`src/design/act_pkg.sv`:
```
/*
  act_pkg: shared constants for the converter timing block: register
  offsets, field positions, reset values, phase lengths and states.
  assumes: 32-bit AXI4-Lite register access, one aligned word per register.
*/
package act_pkg;

  // register byte offsets
  localparam logic [7:0] ADDR_CONTROL = 8'h00;  // adc_control
  localparam logic [7:0] ADDR_STATUS  = 8'h04;  // busy / calibration state
  localparam logic [7:0] ADDR_RESULT  = 8'h08;  // last conversion result
  localparam logic [7:0] ADDR_ALT_DIV = 8'h0C;  // improved clock divisor

  // adc_control field positions
  localparam int CTRL_DIV_LSB     = 14;  // conv_clock_divider_select
  localparam int CTRL_SMP_LSB     = 12;  // sample_period_select
  localparam int CTRL_ALT_BIT     = 3;   // improved clock mode
  localparam int CTRL_RES8_BIT    = 2;   // 8-bit result width
  localparam int CTRL_POSTCAL_BIT = 1;   // post-calibration enable
  localparam int CTRL_START_BIT   = 0;   // write one to start

  // status field positions
  localparam int STAT_BUSY_BIT = 0;
  localparam int STAT_CAL_BIT  = 1;
  localparam int STAT_NEW_BIT  = 2;

  // values after reset
  localparam logic [15:0] CONTROL_RESET = 16'h0002;  // post-cal on
  localparam logic [7:0]  ALT_DIV_RESET = 8'h03;     // divide by 4

  // compatibility divider ratios, system clocks per basic clock
  localparam logic [7:0] DIV_RATIO_00 = 8'h04;
  localparam logic [7:0] DIV_RATIO_01 = 8'h02;
  localparam logic [7:0] DIV_RATIO_10 = 8'h10;
  localparam logic [7:0] DIV_RATIO_11 = 8'h08;

  // sample period lengths in basic clocks
  localparam logic [6:0] SAMPLE_BC_00 = 7'h08;  // 8
  localparam logic [6:0] SAMPLE_BC_01 = 7'h10;  // 16
  localparam logic [6:0] SAMPLE_BC_10 = 7'h20;  // 32
  localparam logic [6:0] SAMPLE_BC_11 = 7'h40;  // 64

  // result determination lengths in basic clocks
  localparam logic [6:0] CONV_BC_10_PCAL = 7'h34;  // 52
  localparam logic [6:0] CONV_BC_10      = 7'h28;  // 40
  localparam logic [6:0] CONV_BC_8_PCAL  = 7'h2C;  // 44
  localparam logic [6:0] CONV_BC_8       = 7'h20;  // 32

  // system-clock tail that holds the result register load
  localparam logic [2:0] SYS_TAIL_CYCLES = 3'h6;

  // reset calibration bounds in basic clocks
  localparam int CAL_MIN_BC = 484;
  localparam int CAL_MAX_BC = 11696;

  // result codes for out-of-range inputs
  localparam logic [9:0] RESULT_ZERO = 10'h000;
  localparam logic [9:0] RESULT_FULL = 10'h3FF;

  // AXI responses
  localparam logic [1:0] RESP_OKAY   = 2'h0;
  localparam logic [1:0] RESP_SLVERR = 2'h2;

  // conversion sequencer states
  typedef enum logic [3:0] {
    ST_IDLE    = 4'b0001,
    ST_SAMPLE  = 4'b0010,
    ST_CONVERT = 4'b0100,
    ST_FINISH  = 4'b1000
  } act_state_type;

endpackage : act_pkg

```
`src/design/act_bc_divider.sv`:
```
/*
  act_bc_divider: basic-clock tick generator, one pulse every ratio
  system clocks. assumes ratio is at least one and a restart pulse
  realigns the phase so a conversion starts on a clean boundary.
*/
`timescale 1ns/1ps
module act_bc_divider (
  // clock and reset
  input  wire logic       core_clk,
  input  wire logic       rst,
  // control
  input  wire logic [7:0] ratio,
  input  wire logic       restart,
  // tick out
  output logic            tick
);

  logic [7:0] count;  // system clocks into the current basic clock
  logic [7:0] last;   // terminal count for the current ratio

  // a zero ratio is treated as one so the tick never stops
  assign last = (ratio == 8'h00) ? 8'h00 : ratio - 8'h01;
  assign tick = (count == last);

  // phase counter; a shrinking ratio wraps at once instead of
  // running through 256 counts
  always_ff @(posedge core_clk) begin
    if (rst || restart) begin
      count <= 8'h00;
    end else if (count >= last) begin
      count <= 8'h00;
    end else begin
      count <= count + 8'h01;
    end
  end

endmodule : act_bc_divider

```
`src/design/act_timing.sv`:
```
/*
  act_timing: conversion timing and sequencing for the successive
  approximation converter, with its AXI4-Lite register slave.
  assumes: core_clk is the system clock, equal in rate to the cpu clock;
  the analog front end holds code and range flags steady while the
  finish phase runs, and raises cal_settled when reference noise allows.
*/
`timescale 1ns/1ps
// Operation
// - divider select gives sys/4, /2, /16, /8
// - sample select gives 8/16/32/64 basic clocks
// - 10-bit: sample + 52 or 40 + 6 sys
// - 8-bit: sample + 44 or 32 + 6 sys
// - result register loaded inside sys tail
// - reset calibration lasts 484 to 11696 basic clocks
// - conversions during calibration run and extend it
// - under ground gives 000, over ref 3FF
// - compatibility encodings plus selectable improved divider
// - system clock runs at cpu clock rate
module act_timing #(
  parameter int CAL_MIN = act_pkg::CAL_MIN_BC,  // least calibration length
  parameter int CAL_MAX = act_pkg::CAL_MAX_BC   // longest calibration length
) (
  // clock and reset
  input  wire logic        core_clk,
  input  wire logic        rst,
  // axi4-lite write address
  input  wire logic [7:0]  s_axi_awaddr,
  input  wire logic        s_axi_awvalid,
  output logic             s_axi_awready,
  // axi4-lite write data
  input  wire logic [31:0] s_axi_wdata,
  input  wire logic [3:0]  s_axi_wstrb,
  input  wire logic        s_axi_wvalid,
  output logic             s_axi_wready,
  // axi4-lite write response
  output logic [1:0]       s_axi_bresp,
  output logic             s_axi_bvalid,
  input  wire logic        s_axi_bready,
  // axi4-lite read address
  input  wire logic [7:0]  s_axi_araddr,
  input  wire logic        s_axi_arvalid,
  output logic             s_axi_arready,
  // axi4-lite read data
  output logic [31:0]      s_axi_rdata,
  output logic [1:0]       s_axi_rresp,
  output logic             s_axi_rvalid,
  input  wire logic        s_axi_rready,
  // analog front end control
  output logic             fe_sample,
  output logic             fe_convert,
  output logic             fe_calibrate,
  // analog front end answers
  input  wire logic [9:0]  fe_code,
  input  wire logic        fe_below_ground,
  input  wire logic        fe_above_ref,
  input  wire logic        fe_cal_settled,
  // user-side status
  output logic             busy,
  output logic [9:0]       result_data,
  output logic             result_load
);

  // registers
  logic [15:0] adc_control;      // divider, sample, mode bits
  logic [7:0]  alt_div;          // improved divisor minus one
  logic        result_new;       // sticky: result loaded, not yet read

  // write channel holding
  logic        aw_held;          // address taken, waiting for data
  logic        w_held;           // data taken, waiting for address
  logic [7:0]  aw_addr;          // held write address
  logic [31:0] w_data;           // held write data
  logic [3:0]  w_strb;           // held byte enables
  logic        wr_fire;          // both halves present this cycle
  logic        start_req;        // start bit written this cycle

  // read channel
  logic        rd_fire;

  // sequencer
  act_pkg::act_state_type state;       // conversion phase
  act_pkg::act_state_type next_state;  // phase for next edge
  logic [6:0]  bc_count;               // basic clocks into phase
  logic [2:0]  sys_count;              // system clocks into tail
  logic [6:0]  sample_len;             // chosen sample length
  logic [6:0]  conv_len;               // chosen determination length
  logic [7:0]  ratio;                  // system clocks per basic clock
  logic        bc_tick;                // one basic clock elapsed
  logic        start_go;               // conversion accepted

  // calibration
  logic        cal_active;             // reset calibration running
  logic [13:0] cal_count;              // basic clocks spent calibrating

  // write side: an address and data may arrive in either order
  assign s_axi_awready = !aw_held && !s_axi_bvalid;
  assign s_axi_wready  = !w_held && !s_axi_bvalid;
  assign wr_fire = (aw_held || s_axi_awvalid) && (w_held || s_axi_wvalid)
                   && !s_axi_bvalid;

  // hold each half until the other shows up
  always_ff @(posedge core_clk) begin
    if (rst) begin
      aw_held <= 1'b0;
      w_held  <= 1'b0;
      aw_addr <= 8'h00;
      w_data  <= 32'h0000_0000;
      w_strb  <= 4'h0;
    end else if (wr_fire) begin
      aw_held <= 1'b0;
      w_held  <= 1'b0;
    end else begin
      // capture whichever half arrives alone
      if (s_axi_awvalid && s_axi_awready) begin
        aw_held <= 1'b1;
        aw_addr <= s_axi_awaddr;
      end
      if (s_axi_wvalid && s_axi_wready) begin
        w_held <= 1'b1;
        w_data <= s_axi_wdata;
        w_strb <= s_axi_wstrb;
      end
    end
  end

  // combined view of the write being committed
  logic [7:0]  wr_addr;
  logic [31:0] wr_data;
  logic [3:0]  wr_strb;
  assign wr_addr = aw_held ? aw_addr : s_axi_awaddr;
  assign wr_data = w_held ? w_data : s_axi_wdata;
  assign wr_strb = w_held ? w_strb : s_axi_wstrb;

  // write response one cycle after commit, held until bready
  always_ff @(posedge core_clk) begin
    if (rst) begin
      s_axi_bvalid <= 1'b0;
      s_axi_bresp  <= act_pkg::RESP_OKAY;
    end else if (wr_fire) begin
      s_axi_bvalid <= 1'b1;
      // unmapped offsets answer with an error, status is read-only
      case (wr_addr)
        act_pkg::ADDR_CONTROL,
        act_pkg::ADDR_ALT_DIV,
        act_pkg::ADDR_STATUS,
        act_pkg::ADDR_RESULT: s_axi_bresp <= act_pkg::RESP_OKAY;
        default:              s_axi_bresp <= act_pkg::RESP_SLVERR;
      endcase
    end else if (s_axi_bready) begin
      s_axi_bvalid <= 1'b0;
    end
  end

  // control register; the start bit never stores, it only pulses
  always_ff @(posedge core_clk) begin
    if (rst) begin
      adc_control <= act_pkg::CONTROL_RESET;
    end else if (wr_fire && wr_addr == act_pkg::ADDR_CONTROL) begin
      if (wr_strb[0]) begin
        adc_control[7:0] <= wr_data[7:0] & 8'hFE;
      end
      if (wr_strb[1]) begin
        adc_control[15:8] <= wr_data[15:8];
      end
    end
  end

  // improved-mode divisor register
  always_ff @(posedge core_clk) begin
    if (rst) begin
      alt_div <= act_pkg::ALT_DIV_RESET;
    end else if (wr_fire && wr_addr == act_pkg::ADDR_ALT_DIV
                 && wr_strb[0]) begin
      alt_div <= wr_data[7:0];
    end
  end

  assign start_req = wr_fire && wr_addr == act_pkg::ADDR_CONTROL
                     && wr_strb[0] && wr_data[act_pkg::CTRL_START_BIT];
  // a start while busy is dropped; the running conversion wins
  assign start_go = start_req && (state == act_pkg::ST_IDLE);

  // read side: one read at a time, answered the cycle after arvalid
  assign s_axi_arready = !s_axi_rvalid;
  assign rd_fire = s_axi_arvalid && s_axi_arready;

  // read data and response
  always_ff @(posedge core_clk) begin
    if (rst) begin
      s_axi_rvalid <= 1'b0;
      s_axi_rdata  <= 32'h0000_0000;
      s_axi_rresp  <= act_pkg::RESP_OKAY;
    end else if (rd_fire) begin
      s_axi_rvalid <= 1'b1;
      s_axi_rresp  <= act_pkg::RESP_OKAY;
      s_axi_rdata  <= 32'h0000_0000;
      case (s_axi_araddr)
        act_pkg::ADDR_CONTROL: s_axi_rdata[15:0] <= adc_control;
        act_pkg::ADDR_ALT_DIV: s_axi_rdata[7:0]  <= alt_div;
        act_pkg::ADDR_STATUS: begin
          s_axi_rdata[act_pkg::STAT_BUSY_BIT] <= busy;
          s_axi_rdata[act_pkg::STAT_CAL_BIT]  <= cal_active;
          s_axi_rdata[act_pkg::STAT_NEW_BIT]  <= result_new;
        end
        act_pkg::ADDR_RESULT:  s_axi_rdata[9:0] <= result_data;
        default:               s_axi_rresp <= act_pkg::RESP_SLVERR;
      endcase
    end else if (s_axi_rready) begin
      s_axi_rvalid <= 1'b0;
    end
  end

  // basic clock ratio: table in compatibility mode, else divisor + 1, held at 255 for divisor FF
  always_comb begin
    ratio = act_pkg::DIV_RATIO_00;
    if (adc_control[act_pkg::CTRL_ALT_BIT]) begin
      ratio = (alt_div == 8'hFF) ? 8'hFF : alt_div + 8'h01;
    end else begin
      case (adc_control[act_pkg::CTRL_DIV_LSB +: 2])
        2'b00:   ratio = act_pkg::DIV_RATIO_00;
        2'b01:   ratio = act_pkg::DIV_RATIO_01;
        2'b10:   ratio = act_pkg::DIV_RATIO_10;
        2'b11:   ratio = act_pkg::DIV_RATIO_11;
        default: ratio = act_pkg::DIV_RATIO_00;
      endcase
    end
  end

  // phase lengths from the mode bits
  always_comb begin
    case (adc_control[act_pkg::CTRL_SMP_LSB +: 2])
      2'b00:   sample_len = act_pkg::SAMPLE_BC_00;
      2'b01:   sample_len = act_pkg::SAMPLE_BC_01;
      2'b10:   sample_len = act_pkg::SAMPLE_BC_10;
      2'b11:   sample_len = act_pkg::SAMPLE_BC_11;
      default: sample_len = act_pkg::SAMPLE_BC_00;
    endcase
    case ({adc_control[act_pkg::CTRL_RES8_BIT],
           adc_control[act_pkg::CTRL_POSTCAL_BIT]})
      2'b01:   conv_len = act_pkg::CONV_BC_10_PCAL;
      2'b00:   conv_len = act_pkg::CONV_BC_10;
      2'b11:   conv_len = act_pkg::CONV_BC_8_PCAL;
      2'b10:   conv_len = act_pkg::CONV_BC_8;
      default: conv_len = act_pkg::CONV_BC_10;
    endcase
  end

  // one clock, system equals cpu rate
  act_bc_divider u_divider (
    .core_clk (core_clk),
    .rst      (rst),
    .ratio    (ratio),
    .restart  (start_go),
    .tick     (bc_tick)
  );

  // sequencer next phase; the tail is counted in system clocks
  always_comb begin
    next_state = state;
    case (state)
      act_pkg::ST_IDLE: begin
        if (start_go) begin
          next_state = act_pkg::ST_SAMPLE;
        end
      end
      act_pkg::ST_SAMPLE: begin
        if (bc_tick && bc_count == sample_len - 7'h01) begin
          next_state = act_pkg::ST_CONVERT;
        end
      end
      act_pkg::ST_CONVERT: begin
        if (bc_tick && bc_count == conv_len - 7'h01) begin
          next_state = act_pkg::ST_FINISH;
        end
      end
      act_pkg::ST_FINISH: begin
        if (sys_count == act_pkg::SYS_TAIL_CYCLES - 3'h1) begin
          next_state = act_pkg::ST_IDLE;
        end
      end
      default: next_state = act_pkg::ST_IDLE;
    endcase
  end

  // phase register
  always_ff @(posedge core_clk) begin
    if (rst) begin
      state <= act_pkg::ST_IDLE;
    end else begin
      state <= next_state;
    end
  end

  // basic clock counter, cleared at each phase change
  always_ff @(posedge core_clk) begin
    if (rst || next_state != state) begin
      bc_count <= 7'h00;
    end else if (bc_tick) begin
      bc_count <= bc_count + 7'h01;
    end
  end

  // system clock counter for the load tail
  always_ff @(posedge core_clk) begin
    if (rst || state != act_pkg::ST_FINISH) begin
      sys_count <= 3'h0;
    end else begin
      sys_count <= sys_count + 3'h1;
    end
  end

  // result load on the last tail cycle
  always_ff @(posedge core_clk) begin
    if (rst) begin
      result_data <= act_pkg::RESULT_ZERO;
      result_load <= 1'b0;
    end else begin
      result_load <= 1'b0;
      if (state == act_pkg::ST_FINISH
          && sys_count == act_pkg::SYS_TAIL_CYCLES - 3'h1) begin
        result_load <= 1'b1;
        if (fe_below_ground) begin
          result_data <= act_pkg::RESULT_ZERO;
        end else if (fe_above_ref) begin
          result_data <= act_pkg::RESULT_FULL;
        end else if (adc_control[act_pkg::CTRL_RES8_BIT]) begin
          // 8-bit results sit in the top bits
          result_data <= {fe_code[9:2], 2'b00};
        end else begin
          result_data <= fe_code;
        end
      end
    end
  end

  // busy flag
  always_ff @(posedge core_clk) begin
    if (rst) begin
      busy <= 1'b0;
    end else if (start_go) begin
      busy <= 1'b1;
    end else if (state == act_pkg::ST_FINISH
                 && next_state == act_pkg::ST_IDLE) begin
      busy <= 1'b0;
    end
  end

  // sticky new-result flag: a load in the same cycle as the read wins
  always_ff @(posedge core_clk) begin
    if (rst) begin
      result_new <= 1'b0;
    end else if (state == act_pkg::ST_FINISH
                 && next_state == act_pkg::ST_IDLE) begin
      result_new <= 1'b1;
    end else if (rd_fire && s_axi_araddr == act_pkg::ADDR_RESULT) begin
      result_new <= 1'b0;
    end
  end

  // reset calibration; counting pauses while a conversion runs
  always_ff @(posedge core_clk) begin
    if (rst) begin
      cal_active <= 1'b1;
      cal_count  <= 14'h0000;
    end else if (cal_active && bc_tick && !busy) begin
      cal_count <= cal_count + 14'h0001;
      if (cal_count == 14'(CAL_MAX - 1)
          || (cal_count >= 14'(CAL_MIN - 1) && fe_cal_settled)) begin
        cal_active <= 1'b0;
      end
    end
  end

  // front end control levels
  assign fe_sample    = (state == act_pkg::ST_SAMPLE);
  assign fe_convert   = (state == act_pkg::ST_CONVERT);
  assign fe_calibrate = cal_active;

  // software keeps basic clock in range; the divider does not
  // police it, so an out-of-range ratio simply runs as programmed

endmodule : act_timing

```
`config.mk`:
```
export PLATFORM = sky130hd
export DESIGN_NAME = act_timing
export DESIGN_NICKNAME = d
export VERILOG_FILES = /design/src/design/act_pkg.sv /design/src/design/act_bc_divider.sv /design/src/design/act_timing.sv
export SDC_FILE = /design/constraint.sdc
export NUM_CORES = 1
export LEC_CHECK = 0
export BUFFER_PORTS_ARGS = -buffer_cell sky130_fd_sc_hd__buf_4
export CORE_MARGIN = 8
export CORE_UTILIZATION = 50
export DETAILED_ROUTE_END_ITERATION = 6
export PLACE_DENSITY = 0.8
export SETUP_SLACK_MARGIN = 0.1
export SYNTH_ARGS = -nofsm -noshare
export SYNTH_HDL_FRONTEND = slang
export SYNTH_HIERARCHICAL = 1
export SYNTH_SLANG_ARGS = --single-unit
export TNS_END_PERCENT = 5
```
`constraint.sdc`:
```
create_clock -name core_clk -period 4.2 [get_ports core_clk]
set_input_delay 0.63 -clock core_clk [delete_from_list [all_inputs] [get_ports core_clk]]
set_output_delay 0.63 -clock core_clk [all_outputs]
set_load 0.01 [all_outputs]
```
=== Word level (Yosys, flattened, before mapping) ===
Index checks and enable logic that the tools add are counted.

* Eq/ne operators: 28
* Add/subtract/negate cells: 8
* Multiplexer cells: 32
* Bitwise operators: 1
* Reductions and logical operators: 51
* $lt $le $gt $ge: 2

{| class="wikitable"
|+ Operators with widths
! operator !! number
|-
| case mux 7 bit (4 select lines) || 2
|-
| == test 8 x 4 -> 1 bit, second input constant || 4
|-
| 2-to-1 mux 8 bit || 4
|-
| case mux 8 bit (4 select lines) || 1
|-
| logical NOT 8 bit || 3
|-
| logical AND 1 bit || 21
|-
| 2-to-1 mux 10 bit || 2
|-
| adder 8 x 1 -> 8 bit, second input constant || 2
|-
| == test 8 x 3 -> 1 bit, second input constant || 2
|-
| 2-to-1 mux 16 bit || 1
|-
| 2-to-1 mux 4 bit || 4
|-
| case mux 4 bit (4 select lines) || 1
|-
| case mux 5 bit (3 select lines) || 1
|-
| adder 14 x 1 -> 14 bit, second input constant || 1
|-
| == test 14 bit, second input constant || 1
|-
| == test 7 bit || 2
|-
| greater-or-equal comparator 14 x 9 -> 1 bit, second input constant || 1
|-
| subtractor 7 x 1 -> 7 bit, second input constant || 2
|-
| == test 2 bit, second input constant || 6
|-
| case mux 3 bit (4 select lines) || 1
|-
| AND reduction 2 bit || 5
|-
| 2-to-1 mux 1 bit || 9
|-
| == test 4 x 1 -> 1 bit, second input constant || 2
|-
| == test 8 bit || 1
|-
| other kinds (22) || 43
|}

* Register bits: 123

=== Logic depth before layout (Yosys ltp) ===
* Depth after elaboration: 13
* Gate-level depth with buffers: 20
* Depth with buffers taken out: 18

=== Modules after synthesis ===
The synthesis kept the hierarchy.

{| class="wikitable"
|+ By module, submodules not included
! module !! instances !! seq. area each (µm²) !! cells each !! area each (µm²)
|-
| act_timing || 1 || 2262.2 || 633 || 5440.2
|-
| act_bc_divider || 1 || 160.2 || 80 || 656.9
|}

=== Worst setup path after synthesis ===
OpenSTA, ideal clock, no wires.

* Path type: reg-to-reg
* Start point: register alt_div[0]
* End point: register cal_active, in the netlist fe_calibrate
* Required time: 4.084 ns
* Cell stages (with the launch flop): 19
* Arrival: 3.821 ns
* Clock period less this slack: 3.937 ns
* Buffers on the path: 2
* Slack: 0.263 ns
* Cell sequence: dfxtp_1 ha_1 nand2_1 nor2_1 nand3_1 a31oi_1 or4_4 nor4_4 nand3_1 o21a_1 ha_1 nand4_1 nor2_1 and3b_1 clkbuf_1 and4_1 clkbuf_1 nand4_1 a31o_2

* Longest elaborated chain between the ends: 9

{| class="wikitable"
|+ RTL lines
! element !! RTL line !! RTL
|-
| start: declaration || act_timing.sv:66 || <nowiki>logic [7:0] alt_div;</nowiki>
|-
| start signal: assignment || act_timing.sv:172 || <nowiki>alt_div <= act_pkg::ALT_DIV_RESET;</nowiki>
|-
| start signal: assignment || act_timing.sv:175 || <nowiki>alt_div <= wr_data[7:0];</nowiki>
|-
| adder 8 x 1 -> 8 bit / == test 8 bit (equally long branches) || act_timing.sv:218 || <nowiki>ratio = (alt_div == 8'hFF) ? 8'hFF : alt_div + 8'h01;</nowiki>
|-
| 2-to-1 mux 8 bit * || act_timing.sv:218 ||
|-
| 2-to-1 mux 8 bit * || act_timing.sv:217 || <nowiki>if (adc_control[act_pkg::CTRL_ALT_BIT]) begin</nowiki>
|-
| net ratio[2] || act_timing.sv:88 || <nowiki>logic [7:0] ratio;</nowiki>
|-
| subtractor 8 x 1 -> 8 bit / logical NOT 8 bit (equally long branches) || act_bc_divider.sv:22 || <nowiki>assign last = (ratio == 8'h00) ? 8'h00 : ratio - 8'h01;</nowiki>
|-
| 2-to-1 mux 8 bit * || act_bc_divider.sv:22 ||
|-
| == test 8 bit * || act_bc_divider.sv:23 || <nowiki>assign tick = (count == last);</nowiki>
|-
| net bc_tick || act_timing.sv:89 || <nowiki>logic bc_tick;</nowiki>
|-
| logical AND 1 bit * (2 in a row) || act_timing.sv:366 || <nowiki>end else if (cal_active && bc_tick && !busy) begin</nowiki>
|-
| AND reduction 2 bit (no source line) * || n/a ||
|-
| end signal: assignment || act_timing.sv:364 || <nowiki>cal_active <= 1'b1;</nowiki>
|-
| end signal: assignment || act_timing.sv:370 || <nowiki>cal_active <= 1'b0;</nowiki>
|-
| end: declaration || act_timing.sv:93 || <nowiki>logic cal_active;</nowiki>
|}

The timed path passes the listed nets; every way through them passes the cells marked *.
A chain may end at the register's enable or synchronous reset.

=== Worst setup path in the final report ===
* Start point: register alt_div[0]
* End point: register bc_count[1]

* Longest elaborated chain between the ends: 11

{| class="wikitable"
|+ RTL lines
! element !! RTL line !! RTL
|-
| adder 8 x 1 -> 8 bit / == test 8 bit (equally long branches) || act_timing.sv:218 ||
|-
| 2-to-1 mux 8 bit * || act_timing.sv:218 ||
|-
| 2-to-1 mux 8 bit * || act_timing.sv:217 ||
|-
| net ratio[1] || act_timing.sv:88 ||
|-
| subtractor 8 x 1 -> 8 bit / logical NOT 8 bit (equally long branches) || act_bc_divider.sv:22 ||
|-
| 2-to-1 mux 8 bit * || act_bc_divider.sv:22 ||
|-
| == test 8 bit * || act_bc_divider.sv:23 ||
|-
| net bc_tick || act_timing.sv:89 ||
|-
| logical AND 1 bit (on tied branches) || act_timing.sv:273, act_timing.sv:268 ||
|-
| 2-to-1 mux 4 bit (on tied branches) || act_timing.sv:273, act_timing.sv:268 ||
|-
| case mux 4 bit (4 select lines) || act_timing.sv:261 || <nowiki>case (state)</nowiki>
|-
| inequality test 4 bit || act_timing.sv:297 || <nowiki>if (rst || next_state != state) begin</nowiki>
|-
| logical OR 1 bit || act_timing.sv:297 ||
|-
| end signal: assignment || act_timing.sv:300 || <nowiki>bc_count <= bc_count + 7'h01;</nowiki>
|-
| end: declaration || act_timing.sv:84 || <nowiki>logic [6:0] bc_count;</nowiki>
|}

Marked as above.

==> out/qor.csv <==
stage,metric,value,unit
setup_path,CP Data Arrival Time,4.29,ns
timing,fin. max-slew vios,0,
clocking,Clock H-tree levels,4,
clocking,CTS Hold Bufs,0,
timing,Tcrit/Tclk final,94.95,%
global_routing,global route total overflow,0,
die,core area,11960,µm²
place,Placer Congestion,0.8406,
synth,share of the synthesized area in the top cell type,39.73,%
power,Net Sw Power,0.7145,mW
timing,Final min period,3.988,ns
timing,FMAX,250.8,MHz
clocking,clk slew on worst S/H paths,0.06,ns
synth,Synth cell types,60,
synth,synth warn,6,
synth,ys async rst share,0,%
layout,Layout Area Growth over Synthesis,24.30,%
detailed_routing,Via Count,5183,
die,num ports,128,
synth,cell with the most instances after synthesis,dfxtp_1,
die,Die X-Extent,126.4,µm
power,Leak,3.006,nW
timing,max_slew headroom,31.87,%
synth,Synth Area in XOR/XNOR,5.602,%
power,clock power share,49.3,%
synth,main area contributors after synthesis,"dfxtp_1, nor2_1, mux2i_1",
detailed_routing,drt first-iter violations,315,
power,combinational power share,10.0,%
synth,commonest cells in the netlist,"dfxtp_1, nor2_1, nand2_1",
detailed_routing,Pre-antenna DRT Iters,5,
synth,"EDFF count, synth",0,
clocking,clk sinks,121,
synth,"Seq/Total Area, Yosys",39.73,%
power,maximum vdd ir drop,0.0002355,V
detailed_routing,Post-Route WL,14840,µm
synth,biggest area consumer among synthesized cells,dfxtp_1,
timing,Final setup viols,0,
synth,post-synthesis mux area share,10.30,%
clocking,CTS Buf Count,17,
synth,Seq cells post-synth,121,
run,max cap viols,0,
power,sw frac,23.85,%
global_routing,number of global-route vias before repair,5018,
place,dpl hpwl,10190,µm
place,Port Buffers,91,
power,Tot Pwr,2.996,mW
setup_path,Crit Path Category,flop to flop,
detailed_routing,Final ANT Viol Nets,0,
worst_hold_path,HP Class,input pin to flop,
setup_path,"critical path fanouts, max",7,
setup_path,crit end category,flop,
synth,Post-Synth Adder-Cell Area,3.694,%
synth,Syn Inst Count,713,
outcome,result of the run,completed,
die,# rows,40,
detailed_routing,Via density,5.422,
timing,final hold viol count,0,
timing,setup_tns,0,ns
power,cell area power density,395.3,nW/µm²
place,placed cell count,922,
global_routing,initial antenna violation count,0,
setup_path,CP max stage delay,0.61,ns
layout,Post-layout nets,886,
synth,"Primary FF master, synth",dfxtp_1,
synth,Compound-Gate Fraction of Synth Area,11.92,%
setup_path,"Critical Path, Cell by Cell","ha_4, nand2_2, nor2_2, nand3_4, a31oi_4, inv_2, ha_4, nand3b_1, or4_4, and2_4, ha_1, nand4_1, nor2_4, nand2_4, or4b_2, o21a_1, nand3_4, nor3b_1",
setup_path,CP Launch Type,flop,
setup_path,CP required,4.50,ns
synth,Post-Syn Area,6097,µm²
global_routing,GR Util All Layers,18.05,%
clocking,clk root buf,clkbuf_16,
layout,final non-filler cell total,956,
synth,largest family of logic cells by synthesized area,simple AND/OR/NAND/NOR gates,
global_routing,largest net degree at the start of global routing,67,
detailed_routing,# DRC,0,
synth,simple-gate share of the synthesized area,23.00,%
die,area of the die,15980,µm²
setup_path,Worst path slowest cell,or4b_2,
detailed_routing,WL/cell,15.52,µm
layout,diode count,0,
clocking,Clock Path Buffers,2,
global_routing,first-pass GRT wire length,23760,µm
die,Die Y-Extent,126.4,µm
die,initial core utilization,50.97,%
timing,measured slew at the worst slew-check pin,1.020,ns
synth,"Avg Cell Area, Syn",8.551,µm²
timing,Clock Skews,0.01094,ns
clocking,Worst-Skew Late Latency,0.42,ns
layout,layout cells sized above 1,23.73,%
power,Int Pwr,2.282,mW
power,power share of the sequential group,40.7,%
timing,unrepaired setup endpoints after global routing,no,
clocking,CTS tree,yes,
## worst max-delay path: cells and delay by family, from the launching register on
kind | cells | cell delay (ns)
AOI/OAI and AO/OA | 2 | 0.35
adders and majority gates | 3 | 0.62
buffers and inverters | 1 | 0.11
DFF | 1 | 0.33
and+or+nand+nor | 12 | 2.46
## routing by layer
| metal | up-vias | wire length, µm | GRT usage, % |
|---|---|---|---|
| met5 | - | 0 | 0 |
| li1 | 2617 | - | - |
| met2 | 114 | 7357 | 30.50 |
| met1 | 2433 | 6528 | 20.96 |
| met4 | 0 | 286 | 8.634 |
| met3 | 19 | 666 | 4.525 |
## power groups by stage
stage          logic (mW)  registers (mW)  clock network, mW
6_report            0.301            1.22               1.48
5_1_grt             0.332            1.22               1.54
4_1_cts             0.293            1.22               1.49
3_5_place_dp        0.284            1.24                  0
3_3_place_gp        0.279            1.24                  0
2_1_floorplan       0.207            1.23                  0
## kinds of logic after synthesis
kind of cell / count (synthesis)
XOR/XNOR: 39
multiplexers: 58
AO/OA/AOI/OAI: 110
buffers and inverters: 72
flip-flops: 121
AND/OR/NAND/NOR: 294
other: 1
adder cells (fa/ha/maj): 18
## final timing paths
path | startpoint | endpoint | slack [ns] | depth (start not counted)
max reg2reg | alt_div[0] | bc_count[1] | 0.21 | 18
max | alt_div[0] | bc_count[1] | 0.21 | 18
min | s_axi_rready | s_axi_rvalid | 0.39 | 2
min reg2reg | w_data[13] | w_data[13] | 0.45 | 2
## sequential cells by signal (all words and copies together) (netlist names), 7 cells and up
register and cells:
adc_control 15, alt_div 8, aw_addr 8, bc_count 7
cal_count 14, result_data 10, s_axi_rdata 16, u_divider/count 8
w_data 16
## area by class of cell
cell class	instances	area [µm²]
clock buffer	20	456.7
clock inverter	12	148.9
fill	944	4383
inverter	15	56.30
multi-input combinational	537	3526
sequential	121	2426
tap	147	183.9
timing repair buffer	104	780.7
## through the flow
stage | hold WS [ns] | utilization (%) | worst slack, ns | instance area, µm²
after global routing | 0.3867 | 63.36 | 0.1002 | 7579
after detailed placement | 0.4415 | 57.02 | 0.1056 | 6820
after global placement | 0.4304 | 57.02 | 0.1809 | 6820
after floorplan | 0.4215 | - | 0.2626 | 6161
after CTS | 0.3774 | 62.10 | 0.1121 | 7428
final | 0.3923 | 63.36 | 0.2123 | 7579
## timing repair
item | 4_1_cts | 5_1_grt
pin swaps | 0 | 7
setup buffers | 0 | 2
resized for setup | 2 | 29
setup endpoints to repair | 7 | 19
## cells in the final DEF, fill, tap and decap left out, types with 3 or more instances in the layout
master       n
o21ai_0     10
and3_1       4
o21a_1       5
clkinv_4     3
ha_1        16
bufinv_16    3
dfxtp_1    118
clkbuf_16   17
inv_1       13
nand2_1     70
mux2i_1     38
nand3b_1     4
nor3_1      25
and3b_1      4
conb_1      18
clkinv_2     5
nor2_1     112
and2_1       3
nand4_1     12
nor4_1       4
nand2b_1     5
buf_4      104
a22oi_1     16
mux2_2      18
nor4b_1      4
xnor2_1     19
a21oi_1     51
xor2_1      19
dfxtp_2      3
nand3_1     19
No activity file was read; power rests on OpenSTA's default activity.
